### src/hdl/link_sync_consts.svh
// Purpose: constants for the link start-up and reference capture block
// Assumes: byte-wide registers at their printed offsets
// Notes: timing counts are in sampling-clock cycles
`ifndef LINK_SYNC_CONSTS_SVH
`define LINK_SYNC_CONSTS_SVH
`define ADDR_CAPTURE_CONTROL 12'h030
`define ADDR_CAPTURE_STATUS 12'h031
`define ADDR_DELAY_SELECT 12'h032
`define ADDR_LINK_CONFIG 12'h033
`define ADDR_LINK_STATUS 12'h034
`define ADDR_SYNC_SELECT 12'h202
`define BIT_INPUT_ENABLE 7
`define BIT_PROCESSING_ENABLE 6
`define BIT_EDGE_SEEN_CLEAR 5
`define BIT_ERROR_CLEAR 4
`define BIT_EDGE_SEEN_FLAG 7
`define BIT_CAPTURE_ERROR_FLAG 6
`define BIT_SYNC_INPUT_SELECT 6
`define RST_CAPTURE_CONTROL 8'h00
`define RST_DELAY_SELECT 8'h00
`define RST_LINK_CONFIG 8'h00
`define RST_SYNC_SELECT 8'h00
`define LMFC_PERIOD_DEFAULT 8'h20
`define ILA_MULTIFRAMES 3'h4
`define K28_5_SYMBOL 8'hbc
`define ILA_START_SYMBOL 8'h1c
`define ILA_END_SYMBOL 8'h7c
`define DELAY_TAPS 16
`endif

### src/hdl/link_sync_pkg.sv
// Purpose: types for the link start-up and reference capture block
// Assumes: nothing beyond the constants header
// Notes: states are one-hot
package link_sync_pkg;
  typedef enum logic [3:0] {
    ST_COMMA = 4'h1,
    ST_WAIT_LMFC = 4'h2,
    ST_ALIGN = 4'h4,
    ST_DATA = 4'h8
  } link_state_t;
  typedef enum logic [2:0] {
    DEC_BYPASS = 3'h0,
    DEC_4 = 3'h1,
    DEC_8 = 3'h2,
    DEC_10 = 3'h3,
    DEC_16 = 3'h4,
    DEC_20 = 3'h5,
    DEC_32 = 3'h6
  } decim_mode_t;
endpackage : link_sync_pkg

### src/hdl/link_sync_top.sv
// Purpose: link start-up handshake, multiframe alignment and reference capture
// Assumes: register port with read data one cycle after the read strobe
// Notes: lane payload beyond control symbols comes in on sample ports
// Overview of operation
// - send comma symbols while request active
// - after release, commas until chosen multiframe boundary
// - alignment sequence begins after that boundary
// - reference passes a 4-bit programmable delay
// - sticky flag on captured rising reference edge
// - sticky flag on marginal reference capture
// - control bit clears the edge-seen flag
// - control bit clears the capture-error flag
// - reference input enabled only by control bit
// - reference processing only while enabled
// - oscillator phase reset during alignment when decimating
// - bypass outputs raw 12-bit samples full rate
// - decimating outputs complex samples at reduced rate
// - sync request is active low
// - select bit picks single or differential sync
// - captured edge aligns local multiframe counter
//
// The plain strobed port was decided locally.
`timescale 1ns/10ps
`include "link_sync_consts.svh"
module link_sync_top
  import link_sync_pkg::*;
(
  input wire logic clk_in, // sampling clock
  input wire logic sys_rst_in, // synchronous active-high reset
  input wire logic [11:0] reg_addr_in, // register address
  input wire logic [7:0] reg_wdata_in, // register write data
  input wire logic reg_wr_in, // write strobe
  input wire logic reg_rd_in, // read strobe
  output logic [7:0] reg_rdata_out, // read data, cycle after strobe
  input wire logic sync_se_n_in, // single-ended sync request, low active
  input wire logic sync_diff_n_in, // differential sync request, low active
  input wire logic sysref_in, // reference pulse
  input wire logic [11:0] raw_sample_in, // converter sample
  input wire logic [14:0] i_sample_in, // decimated in-phase sample
  input wire logic [14:0] q_sample_in, // decimated quadrature sample
  output logic [7:0] lane_symbol_out, // symbol to encoder
  output logic lane_is_k_out, // symbol is a control character
  output logic nco_phase_reset_out, // oscillator accumulator reset
  output logic [11:0] raw_sample_out, // bypass sample
  output logic [14:0] i_sample_out, // decimated in-phase
  output logic [14:0] q_sample_out, // decimated quadrature
  output logic sample_valid_out, // sample strobe
  output logic lmfc_boundary_out // local multiframe boundary pulse
);
  typedef struct packed {
    link_state_t st;
    logic [7:0] ctrl;
    logic [7:0] delay;
    logic [7:0] cfg;
    logic [7:0] sync_sel;
    logic edge_seen_flag;
    logic capture_error_flag;
    logic ref_prev;
    logic [7:0] lmfc_cnt;
    logic [2:0] skip_cnt;
    logic [2:0] ila_mf;
    logic [7:0] ila_oct;
    logic [4:0] dec_cnt;
    logic [7:0] rdata;
    logic [7:0] sym;
    logic is_k;
    logic nco_rst;
    logic [11:0] raw;
    logic [14:0] i_s;
    logic [14:0] q_s;
    logic valid;
    logic lmfc_pulse;
  } top_state_t;
  top_state_t s_q, s_d;
  logic ref_gated;
  logic ref_delayed;
  logic marginal;
  logic sync_n;
  logic ref_rise;
  logic lmfc_wrap;
  logic [4:0] dec_factor;
  decim_mode_t mode;

  assign ref_gated = sysref_in & s_q.ctrl[`BIT_INPUT_ENABLE];
  sysref_delay_line u_delay (
    .clk_in(clk_in),
    .sys_rst_in(sys_rst_in),
    .ref_in(ref_gated),
    .delay_in(s_q.delay[3:0]),
    .ref_out(ref_delayed),
    .marginal_out(marginal)
  );

  assign sync_n = s_q.sync_sel[`BIT_SYNC_INPUT_SELECT] ? sync_diff_n_in : sync_se_n_in;
  assign ref_rise = ref_delayed & ~s_q.ref_prev;
  assign lmfc_wrap = s_q.lmfc_cnt == `LMFC_PERIOD_DEFAULT - 8'h01;
  assign mode = decim_mode_t'(s_q.cfg[2:0]);

  always_comb begin
    unique case (mode)
      DEC_4: dec_factor = 5'd3;
      DEC_8: dec_factor = 5'd7;
      DEC_10: dec_factor = 5'd9;
      DEC_16: dec_factor = 5'd15;
      DEC_20: dec_factor = 5'd19;
      DEC_32: dec_factor = 5'd31;
      default: dec_factor = 5'd0;
    endcase
  end

  always_comb begin
    s_d = s_q;
    s_d.ref_prev = ref_delayed;
    s_d.lmfc_pulse = 1'b0;
    s_d.nco_rst = 1'b0;
    s_d.valid = 1'b0;
    s_d.rdata = 8'h00;
    // registers
    if (reg_wr_in) begin
      unique case (reg_addr_in)
        `ADDR_CAPTURE_CONTROL: s_d.ctrl = reg_wdata_in;
        `ADDR_DELAY_SELECT: s_d.delay = {4'h0, reg_wdata_in[3:0]};
        `ADDR_LINK_CONFIG: s_d.cfg = {2'h0, reg_wdata_in[5:0]};
        `ADDR_SYNC_SELECT: s_d.sync_sel = reg_wdata_in & 8'h40;
        default: ;
      endcase
    end
    if (reg_rd_in) begin
      unique case (reg_addr_in)
        `ADDR_CAPTURE_CONTROL: s_d.rdata = s_q.ctrl;
        `ADDR_CAPTURE_STATUS: s_d.rdata = {s_q.edge_seen_flag, s_q.capture_error_flag, 6'h00};
        `ADDR_DELAY_SELECT: s_d.rdata = s_q.delay;
        `ADDR_LINK_CONFIG: s_d.rdata = s_q.cfg;
        `ADDR_LINK_STATUS: s_d.rdata = {4'h0, s_q.st};
        `ADDR_SYNC_SELECT: s_d.rdata = s_q.sync_sel;
        default: s_d.rdata = 8'h00;
      endcase
    end
    // sticky capture flags: the clear is held while its bit stays one,
    // but an edge in the same cycle still sets the flag
    if (s_q.ctrl[`BIT_EDGE_SEEN_CLEAR]) begin
      s_d.edge_seen_flag = 1'b0;
    end
    if (s_q.ctrl[`BIT_ERROR_CLEAR]) begin
      s_d.capture_error_flag = 1'b0;
    end
    if (ref_rise) begin
      s_d.edge_seen_flag = 1'b1;
      if (marginal) begin
        s_d.capture_error_flag = 1'b1;
      end
    end
    // local multiframe counter, realigned by a processed reference edge
    if (ref_rise && s_q.ctrl[`BIT_PROCESSING_ENABLE]) begin
      s_d.lmfc_cnt = 8'h00;
      s_d.lmfc_pulse = 1'b1;
    end else if (lmfc_wrap) begin
      s_d.lmfc_cnt = 8'h00;
      s_d.lmfc_pulse = 1'b1;
    end else begin
      s_d.lmfc_cnt = s_q.lmfc_cnt + 8'h01;
    end
    // link start-up sequence
    unique case (s_q.st)
      ST_COMMA: begin
        s_d.sym = `K28_5_SYMBOL;
        s_d.is_k = 1'b1;
        if (sync_n) begin
          s_d.st = ST_WAIT_LMFC;
          s_d.skip_cnt = s_q.cfg[5:3];
        end
      end
      ST_WAIT_LMFC: begin
        s_d.sym = `K28_5_SYMBOL;
        s_d.is_k = 1'b1;
        if (s_d.lmfc_pulse) begin
          if (s_q.skip_cnt == 3'h0) begin
            s_d.st = ST_ALIGN;
            s_d.ila_mf = 3'h0;
            s_d.ila_oct = 8'h00;
          end else begin
            s_d.skip_cnt = s_q.skip_cnt - 3'h1;
          end
        end
      end
      ST_ALIGN: begin
        s_d.nco_rst = mode != DEC_BYPASS;
        s_d.is_k = s_q.ila_oct == 8'h00 || lmfc_wrap;
        s_d.sym = s_q.ila_oct == 8'h00 ? `ILA_START_SYMBOL :
                  lmfc_wrap ? `ILA_END_SYMBOL : s_q.ila_oct;
        s_d.ila_oct = lmfc_wrap ? 8'h00 : s_q.ila_oct + 8'h01;
        if (lmfc_wrap) begin
          if (s_q.ila_mf == `ILA_MULTIFRAMES - 3'h1) begin
            s_d.st = ST_DATA;
            s_d.dec_cnt = 5'h00;
          end else begin
            s_d.ila_mf = s_q.ila_mf + 3'h1;
          end
        end
      end
      ST_DATA: begin
        s_d.is_k = 1'b0;
        s_d.sym = 8'h00;
        if (mode == DEC_BYPASS) begin
          s_d.raw = raw_sample_in;
          s_d.valid = 1'b1;
        end else if (s_q.dec_cnt >= dec_factor) begin
          s_d.i_s = i_sample_in;
          s_d.q_s = q_sample_in;
          s_d.valid = 1'b1;
          s_d.dec_cnt = 5'h00;
        end else begin
          s_d.dec_cnt = s_q.dec_cnt + 5'h01;
        end
      end
      default: s_d.st = ST_COMMA;
    endcase
    // a new request from any later state drops back to commas
    if (!sync_n) begin
      s_d.st = ST_COMMA;
    end
    if (sys_rst_in) begin
      s_d = '0;
      s_d.st = ST_COMMA;
      s_d.ctrl = `RST_CAPTURE_CONTROL;
      s_d.delay = `RST_DELAY_SELECT;
      s_d.cfg = `RST_LINK_CONFIG;
      s_d.sync_sel = `RST_SYNC_SELECT;
      s_d.sym = `K28_5_SYMBOL;
      s_d.is_k = 1'b1;
    end
  end

  always_ff @(posedge clk_in) begin
    s_q <= s_d;
  end

  assign reg_rdata_out = s_q.rdata;
  assign lane_symbol_out = s_q.sym;
  assign lane_is_k_out = s_q.is_k;
  assign nco_phase_reset_out = s_q.nco_rst;
  assign raw_sample_out = s_q.raw;
  assign i_sample_out = s_q.i_s;
  assign q_sample_out = s_q.q_s;
  assign sample_valid_out = s_q.valid;
  assign lmfc_boundary_out = s_q.lmfc_pulse;
endmodule : link_sync_top

### src/hdl/sysref_delay_line.sv
// Purpose: programmable delay of the reference input in whole clock taps
// Assumes: reference arrives synchronous to the sampling clock
// Notes: a pulse one tap wide at the chosen tap is reported as a marginal capture
`timescale 1ns/10ps
`include "link_sync_consts.svh"
module sysref_delay_line
  import link_sync_pkg::*;
(
  input wire logic clk_in, // sampling clock
  input wire logic sys_rst_in, // synchronous reset
  input wire logic ref_in, // gated reference input
  input wire logic [3:0] delay_in, // tap select
  output logic ref_out, // delayed reference
  output logic marginal_out // neighbouring taps disagree
);
  typedef struct packed {
    logic [`DELAY_TAPS-1:0] taps;
  } dl_state_t;
  dl_state_t s_q, s_d;
  logic [`DELAY_TAPS:0] ext;
  always_comb begin
    s_d = s_q;
    s_d.taps = {s_q.taps[`DELAY_TAPS-2:0], ref_in};
    if (sys_rst_in) begin
      s_d.taps = '0;
    end
  end
  always_ff @(posedge clk_in) begin
    s_q <= s_d;
  end
  assign ext = {s_q.taps, ref_in};
  assign ref_out = s_q.taps[delay_in];
  // the older neighbour always differs at a rising edge, so only the newer one is judged:
  // a pulse gone again one tap later means its edge sat too close to the clock
  assign marginal_out = ext[{1'b0, delay_in} + 5'h1] != ext[{1'b0, delay_in}];
endmodule : sysref_delay_line

### config.mk
export PLATFORM = sky130hd
export DESIGN_NAME = link_sync_top
export DESIGN_NICKNAME = d
export VERILOG_FILES = /design/src/hdl/link_sync_pkg.sv /design/src/hdl/link_sync_top.sv /design/src/hdl/sysref_delay_line.sv
export VERILOG_INCLUDE_DIRS = /design/src /design/src/hdl
export SDC_FILE = /design/constraint.sdc
export NUM_CORES = 1
export LEC_CHECK = 0
export BUFFER_PORTS_ARGS = -buffer_cell sky130_fd_sc_hd__buf_2
export CAP_MARGIN = 20
export CORE_MARGIN = 10
export CORE_UTILIZATION = 40
export DETAILED_ROUTE_END_ITERATION = 7
export PLACE_DENSITY = 0.72
export SLEW_MARGIN = 20
export SYNTH_ARGS = -nofsm -noshare
export SYNTH_HDL_FRONTEND = slang
export SYNTH_SLANG_ARGS = --single-unit
export TNS_END_PERCENT = 20
### constraint.sdc
create_clock -name clk_in -period 3.9 [get_ports clk_in]
set_clock_uncertainty 0.2 [all_clocks]
set_input_delay 0.195 -clock clk_in [delete_from_list [all_inputs] [get_ports clk_in]]
set_output_delay 0.195 -clock clk_in [all_outputs]
set_load 0.1 [all_outputs]
### Yosys cells after proc, flatten, opt, wreduce, memory -nomap -nowiden

Cells that the tools add are included.

* mux-type cells: 39
* add/subtract/negate cells: 6
* eq/ne operators: 27
* reduce and logical (&&, ||, !) cells: 28
* magnitude comparators: 4
* bitwise gates (word level): 8

Operators by type and width (number)
* == test 12 x 6 -> 1 bit (second input constant): 5
* one-hot mux 8 bit (6 select lines): 1
* one-hot mux 5 bit (6 select lines): 1
* one-hot mux 9 bit (3 select lines): 1
* 2-to-1 mux 8 bit: 3
* one-hot mux 11 bit (2 select lines): 1
* 2-to-1 mux 5 bit: 4
* adder 8 x 1 -> 8 bit (second input constant): 2
* 2-to-1 mux 4 bit: 4
* one-hot mux 4 bit (4 select lines): 1
* 2-to-1 mux 14 bit: 1
* != test 2 bit (second input constant): 7
* == test 12 x 10 -> 1 bit (second input constant): 1
* 2-to-1 mux 3 bit: 4
* 2-to-1 mux 1 bit: 11
* 2-to-1 mux 11 bit: 1
* one-hot mux 5 bit (2 select lines): 1
* AND reduction 2 bit: 5
* AND reduction 5 bit: 2
* OR reduction 2 bit: 5
* == test 3 x 2 -> 1 bit (second input constant): 3
* == test 3 bit (second input constant): 3
* binary-select mux 1 bit (select 4 bit): 2
* == test 8 x 5 -> 1 bit (second input constant): 1
* other kinds (29): 42

* register bits after elaboration: 131
* input bits: 69

### Logic depth before layout (Yosys ltp)

* depth after elaboration: 7
* gate-level depth with buffers: 12
* mapped depth without buffers: 10

### By module

Synthesis repeated with hierarchy kept, for this count alone.

* cell total of the unflattened synthesis: 716
* area total of the unflattened synthesis: 6605.1 um2

Modules (own cells, without submodules)
* link_sync_top: cells an instance 636, seq. area each 2302.2 um2, instances 1, area each 5595.4 um2
* sysref_delay_line: cells an instance 80, seq. area each 320.3 um2, instances 1, area each 1009.7 um2

### Least setup slack after synthesis

Ideal clock, no wire load.

* path kind: flip-flop to flip-flop
* start point: register s_q (netlist bit mode[0])
* end point: register s_q (netlist bit i_sample_out[0])
* setup slack: 1.103 ns
* cell stages (with the launch flop): 13
* arrival: 2.471 ns
* data required time: 3.574 ns
* buffers on the path: 2
* library setup time: 0.126 ns
* cells stage by stage: dfxtp_1 clkbuf_1 nor3_1 nor2_1 ha_1 nand2b_1 a21o_1 a21o_1 a21o_1 a21oi_1 nor2_1 buf_2 mux2i_1

* cells in the longest elaborated chain, start to end: 4

RTL lines
* start: declaration: RTL line link_sync_top.sv:74 `top_state_t s_q, s_d;`
* start signal: assignment: RTL line link_sync_top.sv:235 `s_q <= s_d;`
* == test 3 bit, or another cell as far along: RTL line link_sync_top.sv:100 `unique case (mode)`
* one-hot mux 5 bit (6 select lines): RTL line link_sync_top.sv:100
* greater-or-equal comparator 5 bit: RTL line link_sync_top.sv:207 `end else if (s_q.dec_cnt >= dec_factor) begin`
* AND reduction 3 bit (no line) (*)

Mark *: on every way between the ends. The rest lies on a longest branch, timed or not.
A chain may end at the register's enable or synchronous reset.

### Final worst setup path

* start point: register s_q[109] (netlist name)
* end point: register s_q[90] (netlist name)

* cells in the longest elaborated chain, start to end: 6

RTL lines
* adder 4 x 1 -> 5 bit: RTL line sysref_delay_line.sv:35 `assign marginal_out = ext[{1'b0, delay_in} + 5'h1] != ext[{1'b0, delay_in}];`
* binary-select mux 1 bit (select 5 bit): RTL line sysref_delay_line.sv:35
* 2-to-1 mux 1 bit (implied by the code): RTL line sysref_delay_line.sv:35
* != test 1 bit: RTL line sysref_delay_line.sv:35
* 2-to-1 mux 1 bit: RTL line link_sync_top.sv:149 `if (marginal) begin`
* 2-to-1 mux 2 bit (*): RTL line link_sync_top.sv:147 `if (ref_rise) begin`

Mark *: on every way between the ends. The rest lies on a longest branch, timed or not. The select of a mux whose other input is x is not followed.

==> flow_metrics.tcl <==
set metrics [dict create \
    place_area_um2 6840 \
    core_area_um2 15900 \
    final_layout_size_suffix_gt1_frac 0.208 \
    finalSetupViolCount 0 \
    detail_route.iter0.violations 381 \
    hold_viol 0 \
    fin_tns_setup_ns 0 \
    required_ns 3.97 \
    pwr_cell_area_nw_per_um2 371 \
    gr-total-overflow 0 \
    cp_num_buf_inv 0 \
    total_iterations_of_the_first_detailed_routing_run 5 \
    p_total_mw 2.93 \
    timing.critical_path.slowest_cell_delay_ns 0.71 \
    routabilityCongestion 0.854 \
    max_clock_freq_ghz 0.329 \
    max-cap-violations 0 \
    cts_buffers 17 \
    rsz0062_at_grt "false" \
    clkSlewWorstSetupHoldPaths_ns 0.05 \
    track_usage 0.146 \
    design_area_um2 7900 \
    outcome "finished clean" \
    worstSkewPairLatency_ns 0.42 \
    tritoncts "done" \
    detail_route.wl_per_cell_um 14.7 \
    timing.critical_path.to_type "register" \
    worstPathArrival_ns 3.11 \
    synth_async_sr_flop_share 0 \
    cts_num_sinks 131 \
    synth_ff_type "sky130_fd_sc_hd__dfxtp_1" \
    nFillCells 1466 \
    ctsRootBufferMaster "sky130_fd_sc_hd__clkbuf_16" \
    finalWorstSetupSlack_ns 0.858 \
    htreeDepth 4 \
    static-leakage-power_nw 3.29 \
    cells_traversed_along_the_worst_timing_path "ha_1 -> xor2_1 -> mux4_2 -> mux2i_1 -> o32ai_1 -> xnor2_1 -> a2bb2oi_1 -> nor2_1" \
    floorplan.io_pins 131 \
    io_buffers 130 \
    yosys_register_bits 131 \
    yosys_warnings 0 \
    grt_pass1_vias 5360 \
    netlist_area_um2 6490 \
    final.min_clock_period_ns 3.04 \
    clockBufferDepth 2 \
    synth_cells 745 \
    place_hpwl_mm 10.8 \
    die_w_um 147 \
    placementRows 46 \
    synth-edff-count 0 \
    detail_route.vias_per_cell 5.00 \
    via_count 5424 \
    final-max-slew-violation-count 0 \
    die_h_um 147 \
    initial_core_util 0.408 \
    grt_antenna_before_repair 3 \
    timing.critical_path.fanout_max 16 \
    number_of_nets_in_the_final_layout 938 \
    seq_area_frac_synth 0.404 \
    postRouteWirelength_mm 16.0 \
    layout.core_utilization 0.497 \
    drcViolationCount 0 \
    yosys.cell_types.count 60 \
    grt_start_max_net_pins 73 \
    syn-mean-instance-area_um2 8.71 \
    portion_of_the_clock_cycle_consumed_by_the_worst_path_in_the_final_layout 0.780 \
    timing.hold.worst.class "input port to register" \
    cp_slowest_cell "sky130_fd_sc_hd__dfxtp_1" \
    worst_ir_drop_vdd_mv 0.294 \
    die_area_um2 21700 \
    wire_length_of_the_first_global_routing_pass_mm 26.4 \
    syn-num-nets 828 \
    setup.worst_path.start_class "register" \
    slew_headroom 0.422 \
    drt.antenna.violating_nets 0 \
    flow.area_growth_from_synthesis_pct 21.7 \
    tightestPinTransition_ns 0.864 \
    cp_class "register to register" \
    placement_stage_worst_setup_slack_ns 0.917 \
    cp_top_family "multiplexers" \
    postCtsResizedCells 0 \
]
worst reg2reg max path, cell delays in order, from the launching register on:
cell and delay [ns]:
sky130_fd_sc_hd__dfxtp_1 0.71, sky130_fd_sc_hd__ha_1 0.39, sky130_fd_sc_hd__xor2_1 0.37, sky130_fd_sc_hd__mux4_2 0.55
sky130_fd_sc_hd__mux2i_1 0.18, sky130_fd_sc_hd__o32ai_1 0.12, sky130_fd_sc_hd__xnor2_1 0.16, sky130_fd_sc_hd__a2bb2oi_1 0.16
sky130_fd_sc_hd__nor2_1 0.05
cell type report:
| cell class | count | area (um^2) | area share |
|---|---|---|---|
| repair buffers | 191 | 1240 | 0.158 |
| clock inverters | 8 | 65.1 | 0.00824 |
| diodes | 3 | 7.51 | 0.000951 |
| clock buffers | 21 | 440 | 0.0558 |
| inverters | 15 | 56.3 | 0.00713 |
| flip-flops and latches | 131 | 2620 | 0.332 |
| multi-input cells | 499 | 3190 | 0.404 |
| well taps | 216 | 270 | 0.0342 |
final timing paths:
| check | start | to | slack, ns | cells after the start |
|---|---|---|---|---|
| hold / removal | reg_addr_in[4] | s_q[98] | 0.06 | 5 |
| setup / recovery | s_q[109] | s_q[90] | 0.86 | 8 |
| setup reg to reg | s_q[109] | s_q[90] | 0.86 | 8 |
| hold reg to reg | raw_sample_out[10] | raw_sample_out[10] | 0.25 | 2 |
power by group:
part	leakage [nW]	total [mW]	internal, mW	switching [mW]
Sequential	1.06	1.35	1.35	0.00735
Clock	0.256	1.40	0.854	0.542
Combinational	1.98	0.177	0.0823	0.0947
Total	3.29	2.93	2.28	0.644
cell families (layout without fill, tap and decap cells):
group / count (synthesis) / count (layout) / synth area share
other cells: 0 / 3 / 0
mux: 73 / 73 / 0.132
buf+inv: 115 / 235 / 0.105
compound gates: 109 / 109 / 0.110
xor+xnor: 15 / 15 / 0.0202
simple gates: 288 / 288 / 0.201
fa+ha+maj: 14 / 14 / 0.0270
flops: 131 / 131 / 0.404
layer usage:
metal,up-vias,wire length (um),track usage
met3,34,712,0.0375
met1,2518,6760,0.164
met5,-,0,0
li1,2720,-,-
met4,0,463,0.0768
met2,152,8050,0.249
cells in the final DEF, fill, tap and decap left out, types with 15 or more instances in the layout:
cell	synthesis	final
sky130_fd_sc_hd__nand3_1	23	23
sky130_fd_sc_hd__dlygate4sd3_1	0	54
sky130_fd_sc_hd__dfxtp_1	131	131
sky130_fd_sc_hd__o21ai_0	15	15
sky130_fd_sc_hd__nor2_1	67	66
sky130_fd_sc_hd__clkbuf_16	0	17
sky130_fd_sc_hd__mux2i_1	61	61
sky130_fd_sc_hd__nor2b_1	21	21
sky130_fd_sc_hd__nand2_1	130	130
sky130_fd_sc_hd__buf_2	4	130
sky130_fd_sc_hd__a21oi_1	44	44
sequential cells by signal, summed over array words and instances (netlist names):
name	cells
s_q	50
u_delay.s_q	16
i_sample_out	15
q_sample_out	15
raw_sample_out	12
lane_symbol_out	8
reg_rdata_out	8
mode	3
lane_is_k_out	1
lmfc_boundary_out	1
nco_phase_reset_out	1
sample_valid_out	1
cells in the mapped netlist, types with 3 or more instances:
| library cell | n | area [um^2] |
|---|---|---|
| sky130_fd_sc_hd__dfxtp_1 | 131 | 2620 |
| sky130_fd_sc_hd__nand2_1 | 130 | 488 |
| sky130_fd_sc_hd__nor2_1 | 67 | 251 |
| sky130_fd_sc_hd__mux2i_1 | 61 | 611 |
| sky130_fd_sc_hd__buf_4 | 59 | 443 |
| sky130_fd_sc_hd__a21oi_1 | 44 | 220 |
| sky130_fd_sc_hd__clkbuf_1 | 35 | 131 |
| sky130_fd_sc_hd__nand3_1 | 23 | 115 |
| sky130_fd_sc_hd__nor2b_1 | 21 | 131 |
| sky130_fd_sc_hd__o21ai_0 | 15 | 75.1 |
| sky130_fd_sc_hd__ha_1 | 14 | 175 |
| sky130_fd_sc_hd__inv_1 | 14 | 52.6 |
| sky130_fd_sc_hd__and3_1 | 10 | 62.6 |
| sky130_fd_sc_hd__xor2_1 | 10 | 87.6 |
| sky130_fd_sc_hd__nand2b_1 | 9 | 56.3 |
| sky130_fd_sc_hd__a211oi_1 | 8 | 60.1 |
| sky130_fd_sc_hd__nor3_1 | 7 | 35.0 |
| sky130_fd_sc_hd__mux4_2 | 6 | 135 |
| sky130_fd_sc_hd__a221oi_1 | 5 | 43.8 |
| sky130_fd_sc_hd__a22oi_1 | 5 | 37.5 |
| sky130_fd_sc_hd__xnor2_1 | 5 | 43.8 |
| sky130_fd_sc_hd__a21o_1 | 4 | 30.0 |
| sky130_fd_sc_hd__a311oi_1 | 4 | 35.0 |
| sky130_fd_sc_hd__buf_2 | 4 | 20.0 |
| sky130_fd_sc_hd__or3_1 | 4 | 25.0 |
| sky130_fd_sc_hd__a221o_1 | 3 | 30.0 |
| sky130_fd_sc_hd__a41oi_1 | 3 | 26.3 |
| sky130_fd_sc_hd__and2_1 | 3 | 18.8 |
| sky130_fd_sc_hd__mux2_2 | 3 | 33.8 |
| sky130_fd_sc_hd__mux4_1 | 3 | 78.8 |
| sky130_fd_sc_hd__nand3b_1 | 3 | 22.5 |
what timing repair did:
action | CTS | global route
hold endpoints to repair | 65 | 0
buffers inserted | 0 | 0
hold buffers | 54 | 0
metrics by stage:
stage	hold WS, ns	cells
finish	0.0618	1084
global placement	0.232	998
CTS	0.0401	1081
detailed placement	0.242	998
floorplan	0.0735	745
global route	0.0968	1084
Note: power is estimated with default switching activity, not from simulation.
